### config.mk
export PLATFORM = sky130hd
export DESIGN_NAME = std_timer
export DESIGN_NICKNAME = d
export VERILOG_FILES = /design/src/core/std_timer.v
export VERILOG_INCLUDE_DIRS = /design/src /design/src/core
export SDC_FILE = /design/constraint.sdc
export NUM_CORES = 1
export LEC_CHECK = 0
export ABC_CLOCK_PERIOD_IN_PS = 6700
export BUFFER_PORTS_ARGS = -buffer_cell sky130_fd_sc_hd__buf_4
export CORE_MARGIN = 2
export CORE_UTILIZATION = 62
export DETAILED_ROUTE_END_ITERATION = 16
export PLACE_DENSITY_LB_ADDON = 0.2
export SLEW_MARGIN = 20
export SYNTH_ARGS = -nofsm -noshare
export SYNTH_HDL_FRONTEND = slang
export SYNTH_SLANG_ARGS = --single-unit
export TNS_END_PERCENT = 10
### constraint.sdc
create_clock -name pclk -period 6.7 [get_ports pclk]
set_input_delay 0.67 -clock pclk [delete_from_list [all_inputs] [get_ports pclk]]
set_output_delay 0.67 -clock pclk [all_outputs]
set_load 0.03 [all_outputs]
### src/core/std_timer_regs.vh
// Purpose: register offsets, field positions and reset values of the 16-bit timer
// Assumes: APB with 32-bit data, one register per aligned word
// Notes: narrow registers sit in the low bits, upper bits read as zero
`ifndef STD_TIMER_REGS_VH
`define STD_TIMER_REGS_VH

// ----------------------------------------------------------------
// register byte addresses
// ----------------------------------------------------------------
`define ADDR_CTRL0 12'h000
`define ADDR_CTRL1 12'h004
`define ADDR_CNT_LO 12'h008
`define ADDR_CNT_HI 12'h00C
`define ADDR_CMPA_LO 12'h010
`define ADDR_CMPA_HI 12'h014
`define ADDR_CMPP 12'h018
`define ADDR_FLAGS 12'h01C

// ----------------------------------------------------------------
// control 0 fields
// ----------------------------------------------------------------
`define C0_PAUSE 7
`define C0_CKSEL_HI 6
`define C0_CKSEL_LO 4
`define C0_ENABLE 3

// ----------------------------------------------------------------
// control 1 fields
// ----------------------------------------------------------------
`define C1_MODE_HI 7
`define C1_MODE_LO 6
`define C1_PINF_HI 5
`define C1_PINF_LO 4
`define C1_OCTL 3
`define C1_POL 2
`define C1_DPX 1
`define C1_CCLR 0

// ----------------------------------------------------------------
// flag register fields (write one to clear)
// ----------------------------------------------------------------
`define FL_MATCH_A 0
`define FL_MATCH_P 1

// ----------------------------------------------------------------
// encodings and reset values
// ----------------------------------------------------------------
`define MODE_CMP 2'h0
`define MODE_PWM 2'h2
`define MODE_TMR 2'h3
`define PINF_NONE 2'h0
`define PINF_LOW 2'h1
`define PINF_HIGH 2'h2
`define PINF_TOGGLE 2'h3
`define CK_DIV4 3'h0
`define CK_SYS 3'h1
`define CK_DIV16 3'h2
`define CK_DIV64 3'h3
`define CK_EXT_RISE 3'h6
`define CK_EXT_FALL 3'h7
`define RST_BYTE 8'h00
`define RST_WORD 16'h0000
`define CNT_MAX 16'hFFFF
`define CNT_ONE 16'h0001
`define PRE_ONE 6'h01
`define PRE_DIV4 6'h03
`define PRE_DIV16 6'h0F
`define PRE_DIV64 6'h3F

`endif

### src/core/std_timer.v
// Purpose: 16-bit count-up timer with two comparators, APB slave
// Assumes: all inputs synchronous to pclk
// Notes: slow internal clocks fsub and fh are taken as pclk prescaled
//
// The APB slave port and the register offsets are this design's own decisions.
`timescale 1ns/1ps
`default_nettype none
`include "std_timer_regs.vh"

module std_timer
(
  input wire pclk,
  input wire presetn,
  input wire psel,
  input wire penable,
  input wire pwrite,
  input wire [11:0] paddr,
  input wire [31:0] pwdata,
  output reg [31:0] prdata,
  output reg pready,
  output reg pslverr,
  input wire ext_clock_pin,
  output reg timer_output_pin,
  output reg timer_output_oe,
  output reg match_a_flag,
  output reg match_p_flag
);

  // ----------------------------------------------------------------
  // state
  // ----------------------------------------------------------------
  reg [7:0] ctrl0_q;
  reg [7:0] ctrl1_q;
  reg [15:0] count_q;
  reg [15:0] compare_a_value;
  reg [7:0] compare_p_value;
  reg [5:0] pre_q;
  reg ext_q;
  reg en_prev_q;
  reg pin_q;
  reg full_q;

  wire counter_pause = ctrl0_q[`C0_PAUSE];
  wire [2:0] clk_sel = ctrl0_q[`C0_CKSEL_HI:`C0_CKSEL_LO];
  wire timer_enable = ctrl0_q[`C0_ENABLE];
  wire [1:0] mode_sel = ctrl1_q[`C1_MODE_HI:`C1_MODE_LO];
  wire [1:0] pin_func = ctrl1_q[`C1_PINF_HI:`C1_PINF_LO];
  wire output_control = ctrl1_q[`C1_OCTL];
  wire output_polarity = ctrl1_q[`C1_POL];
  wire duty_period_swap = ctrl1_q[`C1_DPX];
  wire clear_select = ctrl1_q[`C1_CCLR];

  wire is_pwm = (mode_sel == `MODE_PWM);
  wire is_pulse = is_pwm && (pin_func == `PINF_TOGGLE);
  wire cmp_like = (mode_sel == `MODE_CMP) || (mode_sel == `MODE_TMR);

  // apb phases
  wire wr_acc = psel && penable && pwrite && pready;
  wire rd_setup = psel && !penable && !pwrite;

  // ----------------------------------------------------------------
  // clock tick selection
  // ----------------------------------------------------------------
  wire ext_rise = ext_clock_pin && !ext_q;
  wire ext_fall = !ext_clock_pin && ext_q;
  wire ext_edge = (clk_sel == `CK_EXT_FALL) ? ext_fall : ext_rise;
  reg tick;

  // prescaler taps give the internal rates
  always @*
  begin
    case (clk_sel)
      `CK_DIV4: tick = (pre_q[1:0] == `PRE_DIV4);
      `CK_SYS: tick = 1'b1;
      `CK_DIV16: tick = (pre_q[3:0] == `PRE_DIV16);
      `CK_DIV64: tick = (pre_q == `PRE_DIV64);
      `CK_EXT_RISE: tick = ext_rise;
      `CK_EXT_FALL: tick = ext_fall;
      default: tick = (pre_q == `PRE_DIV64);
    endcase
  end

  // ----------------------------------------------------------------
  // comparators
  // ----------------------------------------------------------------
  wire run = timer_enable && !counter_pause && tick;
  wire [15:0] cnt_inc = count_q + `CNT_ONE;
  wire a_hit = run && (compare_a_value != `RST_WORD) && (cnt_inc == compare_a_value);
  wire p_zero = (compare_p_value == `RST_BYTE);
  wire p_hit = run && (p_zero ? (count_q == `CNT_MAX)
    : ((cnt_inc[15:8] == compare_p_value) && (cnt_inc[7:0] == `RST_BYTE)));
  wire ovf = run && (count_q == `CNT_MAX);

  reg clear_now;
  reg set_a;
  reg set_p;

  // clear source and flags per mode
  always @*
  begin
    clear_now = 1'b0;
    set_a = 1'b0;
    set_p = 1'b0;
    if (cmp_like)
    begin
      if (clear_select)
      begin
        clear_now = a_hit || ovf;
        set_a = a_hit;
      end
      else
      begin
        clear_now = p_hit;
        set_a = a_hit;
        set_p = p_hit;
      end
    end
    else if (is_pulse)
    begin
      set_a = a_hit;
    end
    else if (is_pwm)
    begin
      clear_now = duty_period_swap ? (a_hit || ovf) : p_hit;
      set_a = a_hit;
      set_p = p_hit;
    end
  end

  // pwm period restart, duty reached
  wire pwm_wrap = is_pwm && !is_pulse && clear_now;
  wire duty_hit = duty_period_swap ? p_hit : a_hit;

  // software enable write and hardware triggers
  wire sw_en_wr = wr_acc && (paddr == `ADDR_CTRL0);
  wire en_next = sw_en_wr ? pwdata[`C0_ENABLE] : timer_enable;
  wire en_rise = timer_enable && !en_prev_q;

  // ----------------------------------------------------------------
  // registers and counter
  // ----------------------------------------------------------------
  always @(posedge pclk or negedge presetn)
  begin
    if (!presetn)
    begin
      ctrl0_q <= `RST_BYTE;
      ctrl1_q <= `RST_BYTE;
      count_q <= `RST_WORD;
      compare_a_value <= `RST_WORD;
      compare_p_value <= `RST_BYTE;
      pre_q <= 6'h00;
      ext_q <= 1'b0;
      en_prev_q <= 1'b0;
      match_a_flag <= 1'b0;
      match_p_flag <= 1'b0;
    end
    else
    begin
      pre_q <= pre_q + `PRE_ONE;
      ext_q <= ext_clock_pin;
      en_prev_q <= timer_enable;
      // register writes
      if (wr_acc)
      begin
        case (paddr)
          `ADDR_CTRL1: ctrl1_q <= pwdata[7:0];
          `ADDR_CMPA_LO: compare_a_value[7:0] <= pwdata[7:0];
          `ADDR_CMPA_HI: compare_a_value[15:8] <= pwdata[7:0];
          `ADDR_CMPP: compare_p_value <= pwdata[7:0];
          default: ;
        endcase
      end
      // control 0, with hardware set and clear of enable
      ctrl0_q[7:4] <= sw_en_wr ? pwdata[7:4] : ctrl0_q[7:4];
      ctrl0_q[2:0] <= 3'h0;
      if (is_pulse && en_next && a_hit)
        ctrl0_q[`C0_ENABLE] <= 1'b0;
      else if (is_pulse && (clk_sel[2:1] == 2'h3) && ext_edge)
        ctrl0_q[`C0_ENABLE] <= 1'b1;
      else
        ctrl0_q[`C0_ENABLE] <= en_next;
      // counter
      if (en_rise)
        count_q <= `RST_WORD;
      else if (run)
        count_q <= clear_now ? `RST_WORD : cnt_inc;
      // flags: set wins over write-one-clear
      if (set_a)
        match_a_flag <= 1'b1;
      else if (wr_acc && (paddr == `ADDR_FLAGS) && pwdata[`FL_MATCH_A])
        match_a_flag <= 1'b0;
      if (set_p)
        match_p_flag <= 1'b1;
      else if (wr_acc && (paddr == `ADDR_FLAGS) && pwdata[`FL_MATCH_P])
        match_p_flag <= 1'b0;
    end
  end

  // ----------------------------------------------------------------
  // output pin
  // ----------------------------------------------------------------
  always @(posedge pclk or negedge presetn)
  begin
    if (!presetn)
    begin
      pin_q <= 1'b0;
      full_q <= 1'b0;
      timer_output_pin <= 1'b0;
      timer_output_oe <= 1'b0;
    end
    else
    begin
      // raw level before polarity
      if (en_rise)
      begin
        pin_q <= is_pwm && !is_pulse ? 1'b1 : output_control;
        full_q <= 1'b0;
      end
      else if (mode_sel == `MODE_CMP && set_a)
      begin
        case (pin_func)
          `PINF_LOW: pin_q <= 1'b0;
          `PINF_HIGH: pin_q <= 1'b1;
          `PINF_TOGGLE: pin_q <= !pin_q;
          default: pin_q <= pin_q;
        endcase
      end
      // trailing edge lands on the match edge itself, not one tick later
      else if (is_pulse && (!en_next || set_a))
        pin_q <= !output_control;
      else if (pwm_wrap)
        pin_q <= 1'b1; // period start: active
      else if (is_pwm && !is_pulse && duty_hit && !full_q)
        pin_q <= 1'b0; // duty ends unless already wrapped
      if (pwm_wrap && duty_hit)
        full_q <= 1'b1;
      // drive pin
      timer_output_oe <= (mode_sel != `MODE_TMR) && (mode_sel != 2'h1);
      if (is_pwm && !is_pulse)
      begin
        case (pin_func)
          `PINF_NONE: timer_output_pin <= !output_control ^ output_polarity;
          `PINF_LOW: timer_output_pin <= output_control ^ output_polarity;
          default: timer_output_pin <= (pin_q ? output_control : !output_control)
            ^ output_polarity;
        endcase
      end
      else
        timer_output_pin <= pin_q ^ output_polarity;
    end
  end

  // ----------------------------------------------------------------
  // apb read and handshake
  // ----------------------------------------------------------------
  always @(posedge pclk or negedge presetn)
  begin
    if (!presetn)
    begin
      prdata <= 32'h00000000;
      pready <= 1'b0;
      pslverr <= 1'b0;
    end
    else
    begin
      pready <= psel && !penable;
      pslverr <= psel && !penable && (paddr > `ADDR_FLAGS);
      if (rd_setup)
      begin
        case (paddr)
          `ADDR_CTRL0: prdata <= {24'h000000, ctrl0_q};
          `ADDR_CTRL1: prdata <= {24'h000000, ctrl1_q};
          `ADDR_CNT_LO: prdata <= {24'h000000, count_q[7:0]};
          `ADDR_CNT_HI: prdata <= {24'h000000, count_q[15:8]};
          `ADDR_CMPA_LO: prdata <= {24'h000000, compare_a_value[7:0]};
          `ADDR_CMPA_HI: prdata <= {24'h000000, compare_a_value[15:8]};
          `ADDR_CMPP: prdata <= {24'h000000, compare_p_value};
          `ADDR_FLAGS: prdata <= {30'h00000000, match_p_flag, match_a_flag};
          default: prdata <= 32'h00000000;
        endcase
      end
    end
  end

endmodule // std_timer
`default_nettype wire

==> flow_metrics.tcl <==
set metrics [dict create \
    status "finished clean" \
    hold_end "ext_q" \
    r2r.worst_path.cells 10 \
    antenna_found_initial 0 \
    critPathLaunchType "flop" \
    fin_util 0.693 \
    powerDensity_nw_per_um2 163 \
    drive_above_1_share 0.164 \
    vias 4745 \
    grt_pass1_wl_mm 24.1 \
    regToRegSetupSlack_ns 2.29 \
    r2r-start "count_q[0]" \
    setup-tns-final_ns 0 \
    ys_ff_latch 77 \
    dp_slack_ns 2.41 \
    cts_tree "yes" \
    vias_per_cell 6.77 \
    finClkSkew_ns 0.0121 \
    worst_pin_slew_ns 1.02 \
    grt_pass1_vias 4265 \
    worstPathMaxFanout 28 \
    max_slew_margin 0.318 \
    synth_ff_type "dfrtp_1" \
    dr.pass1.iters 7 \
    total_power_mw 0.922 \
    worstHoldPathType "in2reg" \
    cts_hold_buf 0 \
    slowest_delay_ns 0.60 \
    cap_violations 0 \
    endpoint_kind "flop" \
    ioPinCount 88 \
    p_leak_nw 2.55 \
    rsz0062_at_grt "false" \
    drcViolationCount 0 \
    synth_warnings 0 \
    crit_arrival_ns 4.65 \
    cts_buffers 9 \
    cts.clk_slew.worst_paths_ns 0.09 \
    grt_start_max_net_pins 78 \
    cts.repair.resized 0 \
    path_cells "ha_1 -> and4_1 -> a21oi_1 -> a32o_1 -> or4_1 -> or4_4 -> o41ai_4 -> nor3_4 -> and3_1 -> a221o_1" \
    wl_per_cell_um 22.0 \
    dieArea_sq_um 9140 \
    core_sq_um 8180 \
    grt.overflow.total 0 \
    place.gp.congestion 1.05 \
    yosysSeqAreaShare 0.370 \
    port_buffers 39 \
    critPathKind "reg2reg" \
    n_antenna_cell 0 \
    critPathBufInv 0 \
    ant_nets 0 \
    hpwl_mm 11.1 \
    synth_area_leader_cell "dfrtp_1" \
    root_buffer "clkbuf_8" \
    postSynth.asyncResetShare 1.00 \
    synth_edf_count 0 \
    cp_num_cells 10 \
    crit_slowest_cell "and4_1" \
    grt_usage 0.354 \
    cts_sinks 77 \
    clock_latency_ns 0.35 \
    r2r_end "count_q[11]" \
    post-cts-setup-buffers 0 \
    htreeDepth 3 \
    final_cell_mix "77 x dfrtp_1, 44 x nand2_1, 42 x buf_4" \
    nNetsFinal 648 \
    critPathTopFamily "simple AND/OR/NAND/NOR gates" \
    irDropWorstVdd_mv 0.140 \
    hold_start "ext_clock_pin" \
    start_util 0.637 \
    setup_slack_ns 2.29 \
    holdWs_ns 0.433 \
    wl_mm 15.4 \
    syn2layout_area_growth_pct 8.94 \
    dr.first_iter.drc_count 436 \
    syn_area_per_cell_sq_um 9.16 \
    fmax_mhz 227 \
    netlist.area_leader.share 0.370 \
    row_count 33 \
    synth_cell_types 63 \
    finalHoldViolCount 0 \
    period_needed_ns 4.41 \
    whs_path_depth 1 \
    cp.required_ns 6.94 \
    synthCells 568 \
    fin_crit_sh 0.658 \
    die_x_um 95.6 \
    final_common_cell "dfrtp_1" \
    slew_violations 0 \
    die_height_um 95.6 \
    yosys-top-cells-area "dfrtp_1 37%, mux2_2 6.5%, xnor2_1 4.0%, mux2i_1 3.8%, o21ai_0 3.8%" \
    setup_viol 0 \
    cts_buffer_depth 2 \
    syn_area_sq_um 5200 \
]
## sequential cells by signal, indices dropped and copies added, names as in the netlist, 5 cells and up
name	count
prdata	8
compare_p_value	8
ctrl0_q	5
compare_a_value	16
count_q	16
pre_q	6
ctrl1_q	8
## power breakdown
group	switching, mW	internal [mW]
clock	0.183	0.210
combinational	0.0442	0.0163
sequential	0.00264	0.466
## per-stage QoR
stage	cells	cell area, sq um
final	701	5670
after global routing	701	5670
after CTS	701	5660
after detailed placement	686	5450
after global placement	686	5450
after floorplan	591	5290
## cell usage after synthesis (all sizes together) (6+ instances only)
master / number
a211oi: 8
a21oi: 25
a221o: 7
a221oi: 6
and3: 8
and4: 7
buf: 34
clkbuf: 18
dfrtp: 77
ha: 6
inv: 22
mux2: 30
mux2i: 20
nand2: 44
nand2b: 6
nand3: 23
nand3b: 6
nand4: 24
nor2: 22
nor2b: 7
nor3: 11
nor4: 11
o21ai: 39
or3: 7
or4: 9
xnor2: 24
xor2: 15
## layout make-up
type | count | area, sq um
Multi-Input combinational cell | 439 | 3000
Fill cell | 654 | 2510
Sequential cell | 77 | 1930
Timing Repair Buffer | 42 | 315
Tap cell | 105 | 131
Clock buffer | 10 | 128
Inverter | 23 | 86.3
Clock inverter | 5 | 85.1
## per-layer routing
metal | part of all wire | wire length, um | vias to the layer above | GRT usage
met5 | 0 | 0 | - | 0
met4 | 0.029 | 445 | 0 | 0.115
met3 | 0.10 | 1540 | 44 | 0.0538
met2 | 0.44 | 6830 | 313 | 0.527
met1 | 0.43 | 6570 | 2278 | 0.530
li1 | - | - | 2110 | -
## kinds of logic (layout without fill, tap and decap cells)
group | count (synthesis) | count (layout) | share of synthesized area
AO/OA/AOI/OAI | 128 | 128 | 0.168
AND/OR/NAND/NOR | 192 | 192 | 0.205
adder cells (fa/ha/maj) | 6 | 6 | 0.0144
XOR/XNOR | 39 | 39 | 0.0656
flip-flops | 77 | 77 | 0.370
other | 1 | 24 | 0.000721
multiplexers | 50 | 50 | 0.103
buffers and inverters | 75 | 80 | 0.0726
## worst max-delay path by stage
stage,startpoint,end
detailed placement,count_q[0],count_q[11]
finish,count_q[0],count_q[11]
global route,count_q[0],count_q[13]
floorplan,count_q[1],count_q[11]
CTS,pre_q[0],count_q[11]
global placement,count_q[0],count_q[13]
## worst reg2reg max path, stage by stage, from the launching register on
cell and delay, ns:
dfrtp_1 0.53, ha_1 0.45, and4_1 0.60, a21oi_1 0.25, a32o_1 0.25, or4_1 0.52
or4_4 0.56, o41ai_4 0.44, nor3_4 0.20, and3_1 0.27, a221o_1 0.25
Note: power is estimated with default switching activity, not from simulation.
